==> src/srhp_regs.svh <==
`ifndef SRHP_REGS_SVH
`define SRHP_REGS_SVH

// Register indices
`define SRHP_ADDR_STATUS 7'h01
`define SRHP_ADDR_NODE_CFG 7'h03

// Reset values
`define SRHP_STATUS_RESET 2'h1
`define SRHP_NODE_ADDR_RESET 8'h00

// Status byte and ramp status bit positions
`define SRHP_ST_STOP 6
`define SRHP_ST_POS 4
`define SRHP_ST_VEL 2
`define SRHP_ST_DRVERR 1
`define SRHP_ST_RESET 0
`define SRHP_RAMP_POS 9
`define SRHP_RAMP_VEL 8

// SPI frame
`define SRHP_FRAME_BITS 40
`define SRHP_WRITE_BIT 39

// Single-wire datagram bit positions and CRC polynomial
`define SRHP_UW_NODE_LSB 8
`define SRHP_UW_ADDR_LSB 16
`define SRHP_UW_RW_BIT 23
`define SRHP_UW_SHORT_BITS 24
`define SRHP_UW_LONG_BITS 56
`define SRHP_UW_READ_END 32
`define SRHP_UW_WRITE_END 64
`define SRHP_CRC_POLY 8'h07

// Timing
`define SRHP_CLK_NS 5
`define SRHP_MIN_BIT_CYCLES 18'd16
`define SRHP_STRAP_DELAY 3'd6
`define SRHP_TIMEOUT_SHIFT 6

`endif

==> src/srhp_pkg.sv <==
package srhp_pkg;

    typedef enum logic [2:0] {
        UR_IDLE = 3'b000,
        UR_MEAS = 3'b001,
        UR_BIT = 3'b010,
        UR_STOP = 3'b011,
        UR_WAIT = 3'b100,
        UR_START = 3'b101
    } srhp_uart_state_type;

    typedef logic [7:0] srhp_byte_type;

endpackage

==> src/srhp_port.sv <==
`timescale 1ns/10ps
`include "srhp_regs.svh"

// Function
// RULE_01 - Status byte leads every SPI reply; bits 7, 5, 3 read zero.
// RULE_02 - Status bit 6 set while any motion stop condition is active.
// RULE_03 - Status bit 4 follows ramp status bit 9, position reached.
// RULE_04 - Status bit 2 follows ramp status bit 8, velocity reached.
// RULE_05 - Status bit 1 follows driver error flag, cleared by writing one.
// RULE_06 - Status bit 0 follows reset flag, cleared by writing one.
// RULE_07 - Register data right aligned in the 32-bit word.
// RULE_08 - Frame data shifts only while chip select is low.
// RULE_09 - Sample input on rising clock, change output after falling, MSB first.
// RULE_10 - Host uses SPI mode 3, clock idles high.
// RULE_11 - Host gives at least 40 clocks per transaction.
// RULE_12 - Extra input bits appear on output 40 clocks later.
// RULE_13 - Chip select rise latches shift register as a command.
// RULE_14 - Only the last 40 bits before chip select rise count.
// RULE_15 - Serial clock at most 10MHz, asynchronous to system clock.
// RULE_16 - Single-wire datagrams open with sync nibble; reserved bits in CRC.
// RULE_17 - Write datagram: node, address, four data bytes MSB first, CRC.
// RULE_18 - Bytes framed by low start, high stop, LSB first.
// RULE_19 - Bit time measured per datagram from start to sync bit 3 edge.
// RULE_20 - Host baud between 9000 and clock over sixteen.
// RULE_21 - Low-power mode limits baud to oscillator over sixteen.
// RULE_22 - Node configuration register at 0x3 holds the node address.
// RULE_23 - Node address plus 0..7 strap increment taken after reset.
// RULE_24 - Address byte bit 7: zero read, one write.
// RULE_25 - CRC8 poly x^8+x^2+x+1, zero init, LSB first.
// RULE_26 - Act only on good CRC and own address; count writes.
module srhp_port
    import srhp_pkg::*;
(
    // Clock and reset
    input wire logic clk_sys,
    input wire logic nrst,
    // SPI pins
    input wire logic chip_select_n,
    input wire logic sck,
    input wire logic sdi,
    output logic sdo,
    output logic sdo_oe,
    // Single-wire pin
    input wire logic single_wire_line_in,
    output logic single_wire_line_out,
    output logic single_wire_line_oe,
    // Address straps
    input wire logic addr_select_bit2,
    input wire logic addr_select_bit1,
    input wire logic addr_select_bit0,
    // Device state
    input wire logic [4:0] stop_flags,
    input wire logic [31:0] ramp_status,
    input wire logic driver_error_event,
    // Register file port
    output logic wr_valid,
    output logic [6:0] wr_addr,
    output logic [31:0] wr_data,
    output logic [6:0] rd_addr,
    input wire logic [31:0] rd_data,
    // Local state
    output logic [7:0] node_address,
    output logic [7:0] dgram_count
);

    function automatic srhp_byte_type crc_step(srhp_byte_type c, logic b);
        crc_step = {c[6:0], 1'b0} ^ ((c[7] ^ b) ? `SRHP_CRC_POLY : 8'h00);
    endfunction

    // Synchronised pins
    wire logic [6:0] pin_q;
    wire logic cs_n_q;
    wire logic sck_q;
    wire logic sdi_q;
    wire logic line_q;
    wire logic [2:0] strap_q;

    srhp_sync #(
        .W(7),
        .RST(7'b1000110)
    ) u_sync (
        .clk_sys(clk_sys),
        .nrst(nrst),
        .d({single_wire_line_in, addr_select_bit2, addr_select_bit1,
            addr_select_bit0, chip_select_n, sck, sdi}),
        .q(pin_q)
    );

    assign line_q = pin_q[6];
    assign strap_q = pin_q[5:3];
    assign cs_n_q = pin_q[2];
    assign sck_q = pin_q[1];
    assign sdi_q = pin_q[0];

    // Edge detection on filtered levels
    logic cs_n_d;
    logic sck_d;
    logic line_d;
    wire logic cs_fall = cs_n_d & ~cs_n_q;
    wire logic cs_rise = ~cs_n_d & cs_n_q;
    wire logic sck_rise = ~sck_d & sck_q & ~cs_n_q;
    wire logic sck_fall = sck_d & ~sck_q & ~cs_n_q;
    wire logic line_fall = line_d & ~line_q;

    // SPI state
    logic [`SRHP_FRAME_BITS-1:0] shift;
    logic [`SRHP_FRAME_BITS-1:0] cmd;
    logic cmd_new;
    logic [31:0] reply;
    logic [7:0] status_lat;
    logic [1:0] global_status_reg;

    // Strap capture
    logic [2:0] strap_cnt;
    logic [2:0] strap_val;

    // Single-wire state
    srhp_uart_state_type ur_state;
    logic [19:0] meas;
    logic [1:0] edges;
    logic [17:0] bit_time;
    logic [17:0] timer;
    logic [25:0] wait_cnt;
    logic [6:0] idx;
    logic [63:0] frame;
    srhp_byte_type crc;
    srhp_byte_type crc24;
    srhp_byte_type crc56;
    logic uw_pend;
    logic [6:0] uw_addr;
    logic [31:0] uw_data;

    // Status byte with unused bits zero
    wire logic [7:0] status_now = {1'b0, |stop_flags, // [RULE_01] [RULE_02]
        1'b0, ramp_status[`SRHP_RAMP_POS], // [RULE_03]
        1'b0, ramp_status[`SRHP_RAMP_VEL], // [RULE_04]
        global_status_reg}; // [RULE_05] [RULE_06]

    // Command decode
    wire logic spi_write = cs_rise & shift[`SRHP_WRITE_BIT]; // [RULE_24]
    wire logic [6:0] cmd_addr = cmd[38:32];
    wire logic [31:0] cmd_data = cmd[31:0];
    wire logic [7:0] eff_addr = node_address + {5'h00, strap_val}; // [RULE_23]

    // Local registers answer reads, rest goes outside
    assign rd_addr = cmd_addr;
    wire logic [31:0] read_value =
        (cmd_addr == `SRHP_ADDR_STATUS) ? {30'h0, global_status_reg} :
        (cmd_addr == `SRHP_ADDR_NODE_CFG) ? {24'h0, node_address} :
        rd_data; // [RULE_07]

    // Write arbitration, SPI first
    wire logic any_wr = spi_write | uw_pend;
    wire logic [6:0] next_wr_addr = spi_write ? shift[38:32] : uw_addr;
    wire logic [31:0] next_wr_data = spi_write ? shift[31:0] : uw_data;
    wire logic status_wr = any_wr & (next_wr_addr == `SRHP_ADDR_STATUS);
    wire logic node_wr = any_wr & (next_wr_addr == `SRHP_ADDR_NODE_CFG);

    // Single-wire datagram fields
    wire logic [7:0] uw_node = frame[15:8];
    wire logic uw_is_write = frame[`SRHP_UW_RW_BIT]; // [RULE_24]
    wire logic [31:0] uw_word = {frame[31:24], frame[39:32], frame[47:40],
        frame[55:48]}; // [RULE_17]
    wire logic end_read = (idx == 7'd`SRHP_UW_READ_END) & ~uw_is_write;
    wire logic end_write = (idx == 7'd`SRHP_UW_WRITE_END);
    wire logic crc_ok = end_write ? (frame[63:56] == crc56) :
        (frame[31:24] == crc24); // [RULE_25]
    wire logic uw_accept = (end_read | end_write) & crc_ok &
        (uw_node == eff_addr); // [RULE_26]
    wire logic uw_timeout = wait_cnt[25:`SRHP_TIMEOUT_SHIFT] >
        {2'b00, bit_time};

    // Fixed single-wire output, transmitter disabled; sdo enabled while selected
    assign single_wire_line_out = 1'b1;
    assign single_wire_line_oe = 1'b0;
    assign sdo_oe = ~cs_n_q;

    always_ff @(posedge clk_sys or negedge nrst)
    begin
        if (!nrst)
        begin
            cs_n_d <= 1'b1;
            sck_d <= 1'b1;
            line_d <= 1'b1;
        end
        else
        begin
            cs_n_d <= cs_n_q;
            sck_d <= sck_q;
            line_d <= line_q;
        end
    end

    // SPI shift path
    always_ff @(posedge clk_sys or negedge nrst)
    begin
        if (!nrst)
        begin
            shift <= '0;
            sdo <= 1'b0;
        end
        else if (cs_fall)
        begin
            shift <= {status_lat, reply}; // [RULE_01]
            sdo <= status_lat[7];
        end
        else if (sck_rise)
        begin
            shift <= {shift[38:0], sdi_q}; // [RULE_08] [RULE_09] [RULE_14]
        end
        else if (sck_fall)
        begin
            sdo <= shift[`SRHP_FRAME_BITS-1]; // [RULE_09] [RULE_12]
        end
    end

    // Command latch and reply preparation
    always_ff @(posedge clk_sys or negedge nrst)
    begin
        if (!nrst)
        begin
            cmd <= '0;
            cmd_new <= 1'b0;
            reply <= '0;
            status_lat <= 8'h00;
        end
        else
        begin
            cmd_new <= cs_rise;
            if (cs_rise)
            begin
                cmd <= shift; // [RULE_13]
                status_lat <= status_now;
            end
            if (cmd_new)
            begin
                reply <= cmd[`SRHP_WRITE_BIT] ? cmd_data : read_value;
            end
        end
    end

    // Register writes and local registers
    always_ff @(posedge clk_sys or negedge nrst)
    begin
        if (!nrst)
        begin
            wr_valid <= 1'b0;
            wr_addr <= 7'h00;
            wr_data <= '0;
            global_status_reg <= `SRHP_STATUS_RESET;
            node_address <= `SRHP_NODE_ADDR_RESET;
        end
        else
        begin
            wr_valid <= any_wr;
            if (any_wr)
            begin
                wr_addr <= next_wr_addr;
                wr_data <= next_wr_data;
            end
            // Event set wins over write-one clear
            global_status_reg[1] <= driver_error_event // [RULE_05]
                | (global_status_reg[1] & ~(status_wr & next_wr_data[1]));
            global_status_reg[0] <= global_status_reg[0] // [RULE_06]
                & ~(status_wr & next_wr_data[0]);
            if (node_wr)
            begin
                node_address <= next_wr_data[7:0]; // [RULE_22]
            end
        end
    end

    // Strap sampling after reset release
    always_ff @(posedge clk_sys or negedge nrst)
    begin
        if (!nrst)
        begin
            strap_cnt <= 3'd0;
            strap_val <= 3'd0;
        end
        else if (strap_cnt != `SRHP_STRAP_DELAY)
        begin
            strap_cnt <= strap_cnt + 3'd1;
            strap_val <= strap_q; // [RULE_23]
        end
    end

    // Single-wire receiver
    always_ff @(posedge clk_sys or negedge nrst)
    begin
        if (!nrst)
        begin
            ur_state <= UR_IDLE;
            meas <= '0;
            edges <= 2'd0;
            bit_time <= '0;
            timer <= '0;
            wait_cnt <= '0;
            idx <= 7'd0;
            frame <= '0;
            crc <= 8'h00;
            crc24 <= 8'h00;
            crc56 <= 8'h00;
            uw_pend <= 1'b0;
            uw_addr <= 7'h00;
            uw_data <= '0;
            dgram_count <= 8'h00;
        end
        else
        begin
            if (uw_pend & ~spi_write)
            begin
                uw_pend <= 1'b0;
            end
            case (ur_state)
                UR_IDLE:
                begin
                    meas <= '0;
                    edges <= 2'd0;
                    if (line_fall)
                    begin
                        ur_state <= UR_MEAS; // [RULE_19]
                    end
                end
                UR_MEAS:
                begin
                    meas <= meas + 20'd1;
                    if (&meas)
                    begin
                        ur_state <= UR_IDLE;
                    end
                    else if (line_fall)
                    begin
                        edges <= edges + 2'd1;
                        if (edges == 2'd1)
                        begin
                            // Start to sync bit 3 spans four bits
                            bit_time <= meas[19:2]; // [RULE_19]
                            timer <= {1'b0, meas[19:3]};
                            frame <= 64'h5; // [RULE_16]
                            crc <= crc_step(crc_step(crc_step(8'h00, 1'b1),
                                1'b0), 1'b1); // [RULE_25]
                            idx <= 7'd3;
                            ur_state <= (meas[19:2] < `SRHP_MIN_BIT_CYCLES)
                                ? UR_IDLE : UR_BIT; // [RULE_20] [RULE_21]
                        end
                    end
                end
                UR_BIT:
                begin
                    timer <= timer - 18'd1;
                    if (timer == 18'd0)
                    begin
                        frame[idx[5:0]] <= line_q; // [RULE_18]
                        if (idx < 7'd`SRHP_UW_LONG_BITS)
                        begin
                            crc <= crc_step(crc, line_q);
                        end
                        idx <= idx + 7'd1;
                        timer <= bit_time;
                        ur_state <= (idx[2:0] == 3'd7) ? UR_STOP : UR_BIT;
                    end
                    if (idx == 7'd`SRHP_UW_SHORT_BITS)
                    begin
                        crc24 <= crc;
                    end
                    if (idx == 7'd`SRHP_UW_LONG_BITS)
                    begin
                        crc56 <= crc;
                    end
                end
                UR_STOP:
                begin
                    timer <= timer - 18'd1;
                    wait_cnt <= '0;
                    if (timer == 18'd0)
                    begin
                        if (!line_q)
                        begin
                            ur_state <= UR_IDLE; // [RULE_18]
                        end
                        else if (end_read | end_write)
                        begin
                            ur_state <= UR_IDLE;
                            if (uw_accept & uw_is_write)
                            begin
                                uw_pend <= 1'b1;
                                uw_addr <= frame[22:16];
                                uw_data <= uw_word; // [RULE_17]
                                dgram_count <= dgram_count + 8'd1; // [RULE_26]
                            end
                        end
                        else
                        begin
                            ur_state <= UR_WAIT;
                        end
                    end
                end
                UR_WAIT:
                begin
                    wait_cnt <= wait_cnt + 26'd1;
                    if (uw_timeout)
                    begin
                        ur_state <= UR_IDLE;
                    end
                    else if (!line_q)
                    begin
                        timer <= {1'b0, bit_time[17:1]};
                        ur_state <= UR_START;
                    end
                end
                UR_START:
                begin
                    timer <= timer - 18'd1;
                    if (timer == 18'd0)
                    begin
                        timer <= bit_time;
                        ur_state <= line_q ? UR_IDLE : UR_BIT; // [RULE_18]
                    end
                end
                default:
                begin
                    ur_state <= UR_IDLE;
                end
            endcase
        end
    end

endmodule

==> src/srhp_sync.sv <==
`timescale 1ns/10ps

module srhp_sync #(
    parameter int W = 1,
    parameter logic [W-1:0] RST = '0
) (
    // Clock and reset
    input wire logic clk_sys,
    input wire logic nrst,
    // Pins in
    input wire logic [W-1:0] d,
    // Filtered levels
    output logic [W-1:0] q
);

    logic [W-1:0] ff1;
    logic [W-1:0] ff2;
    logic [W-1:0] ff3;
    wire logic [W-1:0] next_q;

    // Level changes once second and third stage agree
    assign next_q = (ff2 & ff3) | (q & (ff2 | ff3));

    always_ff @(posedge clk_sys or negedge nrst)
    begin
        if (!nrst)
        begin
            ff1 <= RST;
            ff2 <= RST;
            ff3 <= RST;
            q <= RST;
        end
        else
        begin
            ff1 <= d;
            ff2 <= ff1;
            ff3 <= ff2;
            q <= next_q;
        end
    end

endmodule

==> config.mk <==
export PLATFORM = sky130hd
export DESIGN_NAME = srhp_port
export DESIGN_NICKNAME = d
export VERILOG_FILES = /design/src/srhp_pkg.sv /design/src/srhp_port.sv /design/src/srhp_sync.sv
export VERILOG_INCLUDE_DIRS = /design/src /design/src/src
export SDC_FILE = /design/constraint.sdc
export NUM_CORES = 1
export LEC_CHECK = 0
export BUFFER_PORTS_ARGS = -buffer_cell sky130_fd_sc_hd__buf_2
export CORE_MARGIN = 5
export CORE_UTILIZATION = 36
export DETAILED_ROUTE_END_ITERATION = 16
export GPL_TIMING_DRIVEN = 0
export MAX_ROUTING_LAYER = met4
export SYNTH_ARGS = -nofsm -noshare
export SYNTH_HDL_FRONTEND = slang
export SYNTH_HIERARCHICAL = 1
export SYNTH_SLANG_ARGS = --single-unit
==> constraint.sdc <==
create_clock -name clk_sys -period 6.5 [get_ports clk_sys]
set_input_delay 0.975 -clock clk_sys [delete_from_list [all_inputs] [get_ports clk_sys]]
set_output_delay 0.975 -clock clk_sys [all_outputs]
set_load 0.05 [all_outputs]
# Yosys cells after proc, flatten, opt, wreduce, memory -nomap -nowiden

Index checks and enable logic that the tools add are counted.

$add $sub $neg: 8
Order comparisons: 5
Equal/unequal tests: 33
Muxes and demuxes: 64
Bitwise operators: 38
Reduce and logical (&&, ||, !) cells: 22

Operators with widths:

| kind                  | count |
|---|---|
| $mux 64               | 4 |
| $mux 32               | 4 |
| $pmux 64 s2           | 1 |
| $mux 18               | 6 |
| $mux 40               | 2 |
| $pmux 18 s4           | 1 |
| $bwmux 64             | 1 |
| $pmux 26 s2           | 1 |
| $mux 8                | 5 |
| $pmux 20 s2           | 1 |
| $mux 3                | 12 |
| $mux 7                | 5 |
| $add 26x1->26 const B | 1 |
| $eq 8x8->1            | 3 |
| $ne 2x2->1 const B    | 11 |
| $add 20x1->20 const B | 1 |
| $gt 20x18->1          | 1 |
| $reduce_and 20->1     | 1 |
| $and 1x1->1           | 19 |
| $logic_not 18->1      | 1 |
| $lt 18x5->1 const B   | 1 |
| $pmux 3 s6            | 1 |
| $sub 18x1->18 const B | 1 |
| $pmux 8 s2            | 1 |
| other kinds (41)      | 85 |

Register bits: 436
Bits of input ports: 79
Logic and storage cells: 205

# Logic depth before layout (Yosys ltp)

Gate-level depths: netlist of run 1.

Depth in word-level cells: 11
Gate-level depth with buffers: 10
Mapped depth without buffers: 8

# Modules after synthesis

Netlist of run 1, hierarchy kept.

Modules (own cells, without submodules):

| module    | instances | cells each | area an instance (um^2) | sequential area each (um^2) |
|---|---|---|---|---|
| srhp_port | 1         | 1974       | 19093.3                 | 9814.4 |
| srhp_sync | 1         | 35         | 794.5                   | 715.7 |

# Worst setup path after synthesis of run 1

No wires, ideal clock.

Path type: flip-flop to flip-flop
From: reg node_address[0]
To: reg uw_addr[0]
Arrival: 3045 ps
Path slack: 3330 ps
Stages on the path, launching flop included: 10
Period minus slack after synthesis: 3170 ps
Cell sequence: dfrtp_1 > ha_1 > fa_1 > a21oi_1 > or3_1 > a2111oi_4 > o311ai_2 > nor3_4 > buf_6 > mux2_2

Word-level cells in the longest chain between the ends: 5

RTL lines:

| element                           | RTL line         | source |
|---|---|---|
| start, declared                   | srhp_port.sv:62  | `output logic [7:0] node_address,` |
| start signal, assigned            | srhp_port.sv:251 | `` node_address <= `SRHP_NODE_ADDR_RESET; `` |
| start signal, assigned            | srhp_port.sv:268 | `node_address <= next_wr_data[7:0];` |
| $add 8x3->8                       | srhp_port.sv:143 | `wire logic [7:0] eff_addr = node_address + {5'h00, strap_val};` |
| $eq 8x8->1                        | srhp_port.sv:169 | `(uw_node == eff_addr);` |
| $and 1x1->1                       | srhp_port.sv:168 | `wire logic uw_accept = (end_read \| end_write) & crc_ok &` |
| $and 1x1->1                       | srhp_port.sv:385 | `if (uw_accept & uw_is_write)` |
| $reduce_and 5->1 (no source line) | --               |  |
| end signal, assigned              | srhp_port.sv:388 | `uw_addr <= frame[22:16];` |
| end, declared                     | srhp_port.sv:130 | `logic [6:0] uw_addr;` |

No other way between the ends.
A chain may end at the register's enable or synchronous reset.

# Final worst setup path of run 1

From: reg timer[0]
To: reg frame[41]

Word-level cells in the longest chain between the ends: 3

RTL lines:

| element                           | RTL line         | source |
|---|---|---|
| start, declared                   | srhp_port.sv:122 | `logic [17:0] timer;` |
| start signal, assigned            | srhp_port.sv:339 | `timer <= {1'b0, meas[19:3]};` |
| start signal, assigned            | srhp_port.sv:351 | `timer <= timer - 18'd1;` |
| start signal, assigned            | srhp_port.sv:360 | `timer <= bit_time;` |
| $logic_not 18->1                  | srhp_port.sv:352 | `if (timer == 18'd0)` |
| $ne 2x2->1 (no source line)       | --               |  |
| $reduce_and 5->1 (no source line) | --               |  |
| end signal, assigned by index     | srhp_port.sv:354 | `frame[idx[5:0]] <= line_q;` |
| end, declared                     | srhp_port.sv:125 | `logic [63:0] frame;` |

No other way between the ends.

==> results.tsv, run 1 <==
metric	value	unit
place_hpwl	41000	um
grt_start_max_net_pins	113	
drc	0	
antenna_violations_before_repair	0	
fin_util	42.1	%
clock_power_share	36.6	%
max_clock_freq	0.263	GHz
via_count	16203	
seq_power_share	43.2	%
die-height	245	um
registers.top_by_ff_count	frame	
ios	146	
power_leakage	10.6	nW
final.min_clock_period	3800	ps
grtUsageTotal	19.1	%
syn-mean-instance-area	9.90	um2
gp_congestion	0.898	
reg.largest.list	frame: 56 flops, cmd: 40 flops, shift: 40 flops	
die_width	245	um
whs	351	ps
ir_drop	0.172	mV
cts.clk_slew.worst_paths	60	ps
setup.worst_path.end_class	register	
clock_skew	50.0	ps
power.net_switching	0.00259	W
share_comb_of_total_power	20.1	%
internal_power	0.00520	W
finalSetupTns	0	ps
timing.slew.headroom	28.9	%
largest_register_ff_count	56	
timing.max_cap.violations	0	
htree_num_levels	2	
crit_required	7020	ps
viasPerCell	5.56	
cts_root_buffer	sky130_fd_sc_hd__clkbuf_16	
fp.dieArea	60000	um2
p_per_area	338	nW/um2
cts.repair.resized	0	
highest_count_cells_in_the_layout_ignoring_fill_and_taps	sky130_fd_sc_hd__dfrtp_1 (404), sky130_fd_sc_hd__nand2_1 (318), sky130_fd_sc_hd__o21ai_0 (146), sky130_fd_sc_hd__a21oi_1 (143), sky130_fd_sc_hd__nor2_1 (125)	
yosys_register_bits	420	
worstSkewPairLatency	610	ps
drt_iter0_drc	1572	
ys_seq_area_share	52.9	%
maxSlewViolCount	0	
wl	57000	um
most_common_cell_after_layout_fill_and_taps_aside	sky130_fd_sc_hd__dfrtp_1	
cp.arrival	4310	ps
drt_first_pass_iters	11	
async_flop_share	100	%
synth_top_flop_cell	sky130_fd_sc_hd__dfrtp_1	
worst-path-max-fanout	10	
tightest_slew	1060	ps
globalRoute.totalOverflow	0	
initial_utilization	36.2	%
run_status	complete, no violations	
final_net_count	2285	
cts_made_buffers	47	
hold_buffers	0	
vias_in_the_first_global_route	16106	
sw_frac_of_total	33.2	%
cp-start-kind	register	
report.final.setup_viol	0	
cts_tree	done	
max-clock-path-buffers	3	
yosysWarningCount	6	
post_cts_buffers	0	
drt.antenna.violating_nets	0	
fin_crit_sh	58.4	%
antenna-diode-count	0	
netlist_area	19900	um2
grt_pass1_wl	90700	um
synth-edff-count	0	
hold_path.class	register to register	
flow.area_growth_from_synthesis	16.1	%
placementRows	86	
synthesis.nets	2120	
port-buffer-count	113	
number_of_different_library_cells_in_the_post_synthesis_netlist	86	
rsz0062_at_grt	false	
cts.sinks	420	
number_of_hold_violations_in_the_final_report	0	
layout_cell_share_with_drive_strength_beyond_1	14.3	%
post_drt_wl_per_cell	19.6	um
syn-instance-count	2009	
worst_setup_path_class	register to register	
core_area	54900	um2
[path summary, 6_finish.rpt]
path | start | to | slack, ps | depth (start not counted)
max | timer[0]$_DFFE_PN0P_ | frame[41]$_DFFE_PN0P_ | 2700 | 9
min | u_sync/ff1[0]$_DFF_PN0_ | u_sync/ff2[0]$_DFF_PN0_ | 350 | 0
min in group asynchronous | nrst | u_sync/ff2[0]$_DFF_PN0_ | 440 | 1
max reg2reg | timer[0]$_DFFE_PN0P_ | frame[41]$_DFFE_PN0P_ | 2700 | 9
max in group asynchronous | nrst | timer[8]$_DFFE_PN0P_ | 4880 | 2
min reg2reg | u_sync/ff1[0]$_DFF_PN0_ | u_sync/ff2[0]$_DFF_PN0_ | 350 | 0
[cells in the mapped netlist (7+ instances only)]
cell | instances | area (um2)
sky130_fd_sc_hd__or2_2 | 7 | 43.8
sky130_fd_sc_hd__ha_1 | 31 | 388
sky130_fd_sc_hd__nor3_1 | 32 | 160
sky130_fd_sc_hd__a222oi_1 | 43 | 430
sky130_fd_sc_hd__nand4_1 | 19 | 119
sky130_fd_sc_hd__mux2_2 | 59 | 664
sky130_fd_sc_hd__maj3_2 | 7 | 78.8
sky130_fd_sc_hd__o211ai_1 | 26 | 195
sky130_fd_sc_hd__mux2i_1 | 66 | 661
sky130_fd_sc_hd__and3_1 | 21 | 131
sky130_fd_sc_hd__buf_4 | 9 | 67.6
sky130_fd_sc_hd__buf_1 | 7 | 26.3
sky130_fd_sc_hd__a22o_1 | 15 | 131
sky130_fd_sc_hd__o21ai_0 | 146 | 731
sky130_fd_sc_hd__nor4_1 | 12 | 75.1
sky130_fd_sc_hd__dfrtp_1 | 404 | 10100
sky130_fd_sc_hd__xnor2_1 | 14 | 123
sky130_fd_sc_hd__nand2_1 | 318 | 1190
sky130_fd_sc_hd__a311oi_1 | 10 | 87.6
sky130_fd_sc_hd__or3_1 | 14 | 87.6
sky130_fd_sc_hd__clkbuf_1 | 111 | 417
sky130_fd_sc_hd__xor2_1 | 17 | 149
sky130_fd_sc_hd__inv_1 | 69 | 259
sky130_fd_sc_hd__and2_1 | 8 | 50.1
sky130_fd_sc_hd__a31oi_1 | 16 | 100
sky130_fd_sc_hd__dfstp_2 | 16 | 420
sky130_fd_sc_hd__o22ai_1 | 7 | 43.8
sky130_fd_sc_hd__nor2b_1 | 11 | 68.8
sky130_fd_sc_hd__nor2_1 | 125 | 469
sky130_fd_sc_hd__a211oi_1 | 9 | 67.6
sky130_fd_sc_hd__a21oi_1 | 143 | 716
sky130_fd_sc_hd__nand3_1 | 73 | 365
sky130_fd_sc_hd__o31ai_1 | 32 | 240
[per-stage QoR]
step / area, um2 / total power (W) / instances / setup WS (ps)
floorplan: 19900 / 0.00440 / 2009 / 3330
global placement: 21300 / 0.00493 / 2826 / -3930
detailed placement: 21400 / 0.00498 / 2829 / 2780
CTS: 23100 / 0.00786 / 2915 / 2710
global route: 23100 / 0.00817 / 2915 / 2400
finish: 23100 / 0.00779 / 2915 / 2700
[power by group through the flow]
stage                     Clock [W]  Sequential [W]  Combinational (W)
final                       0.00286         0.00337            0.00157
after detailed placement          0         0.00341            0.00157
after global routing        0.00303         0.00341            0.00172
after global placement            0         0.00340            0.00153
after floorplan                   0         0.00361           0.000787
after CTS                   0.00292         0.00337            0.00157
[area by class of cell]
type / count / area, um2
fill: 5305 / 31800
sequential: 420 / 10500
multi-input combinational: 1381 / 8500
clock buffer: 67 / 1340
tap: 704 / 881
timing repair buffer: 116 / 658
buffer: 138 / 597
clock inverter: 19 / 324
inverter: 70 / 263
[critical path: stages, from the launching register on]
cell	delay, ps
sky130_fd_sc_hd__dfrtp_1	420
sky130_fd_sc_hd__inv_1	90
sky130_fd_sc_hd__ha_1	210
sky130_fd_sc_hd__or4b_1	510
sky130_fd_sc_hd__nor3_1	820
sky130_fd_sc_hd__nand4_1	360
sky130_fd_sc_hd__buf_2	310
sky130_fd_sc_hd__a211oi_2	610
sky130_fd_sc_hd__nand3_1	170
sky130_fd_sc_hd__a21oi_1	190
[metal layers]
layer / vias to the layer above / share of wire (%) / track usage, %
met3: 81 / 7.1 / 3.66
met4: 0 / 1.8 / 3.93
li1: 7522 / - / -
met2: 563 / 47 / 30.0
met5: - / 0 / -
met1: 8037 / 44 / 26.2
[kinds of logic (layout without fill, tap and decap cells)]
logic type / after synthesis / after routing / synth area share (%)
muxes: 125 / 125 / 6.66
AOI/OAI and AO/OA: 512 / 512 / 16.9
buffers and inverters: 208 / 410 / 4.32
other: 2 / 2 / 0.0378
DFF: 420 / 420 / 52.9
xor gates and xnor gates: 31 / 31 / 1.37
and+or+nand+nor: 672 / 672 / 15.3
adders and majority gates: 39 / 39 / 2.45
(Power assumes the default switching activity.)
==> run 2, diff against run 1 <==
==> constraint.sdc (replaced) <==
create_clock -name clk_sys -period 3.83 [get_ports clk_sys]
set_input_delay 0.5745 -clock clk_sys [delete_from_list [all_inputs] [get_ports clk_sys]]
set_output_delay 0.5745 -clock clk_sys [all_outputs]
set_load 0.05 [all_outputs]
==> run 2 against run 1 <==
Effect of this change: sequential share of layout area decreased by 0.099 points; wire length grew 0.41%; first-iteration DRC count fell by 1.3%; hold slack got worse by 320 ps; worst setup slack worse by 2500 ps; register-to-register slack got worse by 2500 ps; global-route usage is the same.
==> results.tsv, run 2 (same netlist as run 1, synthesis figures left out) <==
metric	value	unit
share_comb_of_total_power	20.1	%
htree_num_levels	2	
cts.clk_slew.worst_paths	60	ps
worstSkewPairLatency	610	ps
cts_made_buffers	47	
p_per_area	573	nW/um2
placementRows	86	
timing.slew.headroom	29.0	%
timing.critical_path.max_delay_family	compound AO/OA/AOI/OAI gates	
sw_frac_of_total	33.3	%
drt_first_pass_iters	6	
max-clock-path-buffers	3	
clock_power_share	36.7	%
grt_start_max_net_pins	113	
die-height	245	um
largest_register_ff_count	56	
cp.arrival	4080	ps
final.min_clock_period	3600	ps
ir_drop	0.289	mV
report.final.setup_viol	0	
crit_required	4310	ps
worstPathBufferInverterCount	2	
critical_path.cell_chain	ha_1 -> fa_1 -> a21oi_1 -> o21ai_0 -> a2111oi_4 -> o311ai_4 -> nor3_4 -> buf_4 -> buf_6 -> mux2_2	
hold_path.class	primary input to async pin	
fin_cells	2919	
cts.sinks	420	
grtUsageTotal	19.1	%
fp.dieArea	60000	um2
reg.largest.list	frame: 56 flops, cmd: 40 flops, shift: 40 flops	
whs	29.0	ps
drc	0	
setup.worst_path.end_class	register	
seq_power_share	43.2	%
antenna-diode-count	0	
core_area	54900	um2
cts_root_buffer	sky130_fd_sc_hd__clkbuf_16	
antenna_violations_before_repair	0	
timing.critical_path.from	node_address[0]$_DFFE_PN0P_	
place_hpwl	41000	um
most_common_cell_after_layout_fill_and_taps_aside	sky130_fd_sc_hd__dfrtp_1	
placedCellCount	2829	
power_leakage	10.6	nW
highest_count_cells_in_the_layout_ignoring_fill_and_taps	sky130_fd_sc_hd__dfrtp_1 (404), sky130_fd_sc_hd__nand2_1 (318), sky130_fd_sc_hd__o21ai_0 (146), sky130_fd_sc_hd__a21oi_1 (143), sky130_fd_sc_hd__nor2_1 (125)	
worst-path-max-fanout	10	
vias_in_the_first_global_route	16106	
timing.max_cap.violations	0	
final_net_count	2289	
wl	57200	um
cp-start-kind	register	
fin_crit_sh	94.1	%
rr_startpoint	node_address[0]$_DFFE_PN0P_	
number_of_hold_violations_in_the_final_report	0	
place_area	21400	um2
post-route-cell-area	23100	um2
viasPerCell	5.58	
registers.top_by_ff_count	frame	
cts_tree	done	
grt_pass1_wl	90700	um
internal_power	0.00883	W
port-buffer-count	113	
worst_setup_path_class	register to register	
filler_cell_count	5302	
run_status	complete, no violations	
clock_skew	49.4	ps
hold_buffers	0	
flow.area_growth_from_synthesis	16.4	%
gp_congestion	0.898	
ios	146	
cpMaxStageDelayCell	sky130_fd_sc_hd__a2111oi_4	
post_drt_wl_per_cell	19.6	um
initial_utilization	36.2	%
die_width	245	um
tightest_slew	1060	ps
drt.antenna.violating_nets	0	
via_count	16285	
finalSetupTns	0	ps
power.net_switching	0.00442	W
drt_iter0_drc	1552	
layout_cell_share_with_drive_strength_beyond_1	14.6	%
globalRoute.totalOverflow	0	
maxSlewViolCount	0	
max_clock_freq	0.277	GHz
rsz0062_at_grt	false	
slowest_delay	480	ps
-- run 2: power groups by stage --
stage	clock (W)	sequential (W)	combinational [W]
2_1_floorplan	0	0.00612	0.00134
3_3_place_gp	0	0.00577	0.00259
3_5_place_dp	0	0.00579	0.00266
4_1_cts	0.00495	0.00572	0.00267
5_1_grt	0.00514	0.00579	0.00293
6_report	0.00486	0.00573	0.00267
-- run 2: path summary, 6_finish.rpt --
check,slack (ps),depth (start not counted),to
setup / recovery,230,10,uw_data[16]$_DFFE_PN0P_
hold / removal,30,1,u_sync/ff2[0]$_DFF_PN0_
setup reg to reg,230,10,uw_data[16]$_DFFE_PN0P_
hold reg to reg,350,0,u_sync/ff2[3]$_DFF_PN0_
max in group asynchronous,2620,2,timer[8]$_DFFE_PN0P_
min in group clk_sys,60,1,u_sync/ff1[1]$_DFF_PN1_
-- run 2: worst reg2reg max path, delay by kind of cell, from the launching register on --
family	cells	cell delay [ps]
multiplexers	1	350
AO/OA/AOI/OAI	4	1350
buffers and inverters	2	360
AND/OR/NAND/NOR	1	300
adder cells (fa/ha/maj)	2	680
flip-flops	1	440
-- run 2: cell type report --
class                      instances  area (um2)  area share (%)
clock buffer                      67        1340            5.80
clock inverter                    19         324            1.40
tap                              704         881            3.81
sequential                       420       10500            45.5
buffer                           138         597            2.58
timing repair buffer             120         688            2.97
inverter                          70         263            1.14
multi-input combinational       1381        8520            36.8
-- run 2: per-layer routing --
layer | global-route usage (%) | vias up | share of wire (%)
li1 | - | 7544 | -
met1 | 26.2 | 8164 | 45
met2 | 30.0 | 494 | 47
met3 | 3.66 | 83 | 6.4
met4 | 3.93 | 0 | 1.8
met5 | - | - | 0
-- run 2: repair_timing --
action,CTS,global route
resized for setup,0,3
setup buffers,0,4
setup endpoints to repair,0,58
-- run 2: stage by stage --
stage,setup WS (ps),power [W],util (%)
after floorplan,660,0.00746,-
after global placement,-6200,0.00837,38.9
after detailed placement,109,0.00845,39.0
after CTS,38.1,0.0133,42.1
after global routing,13.1,0.0139,42.2
final,226,0.0133,42.2
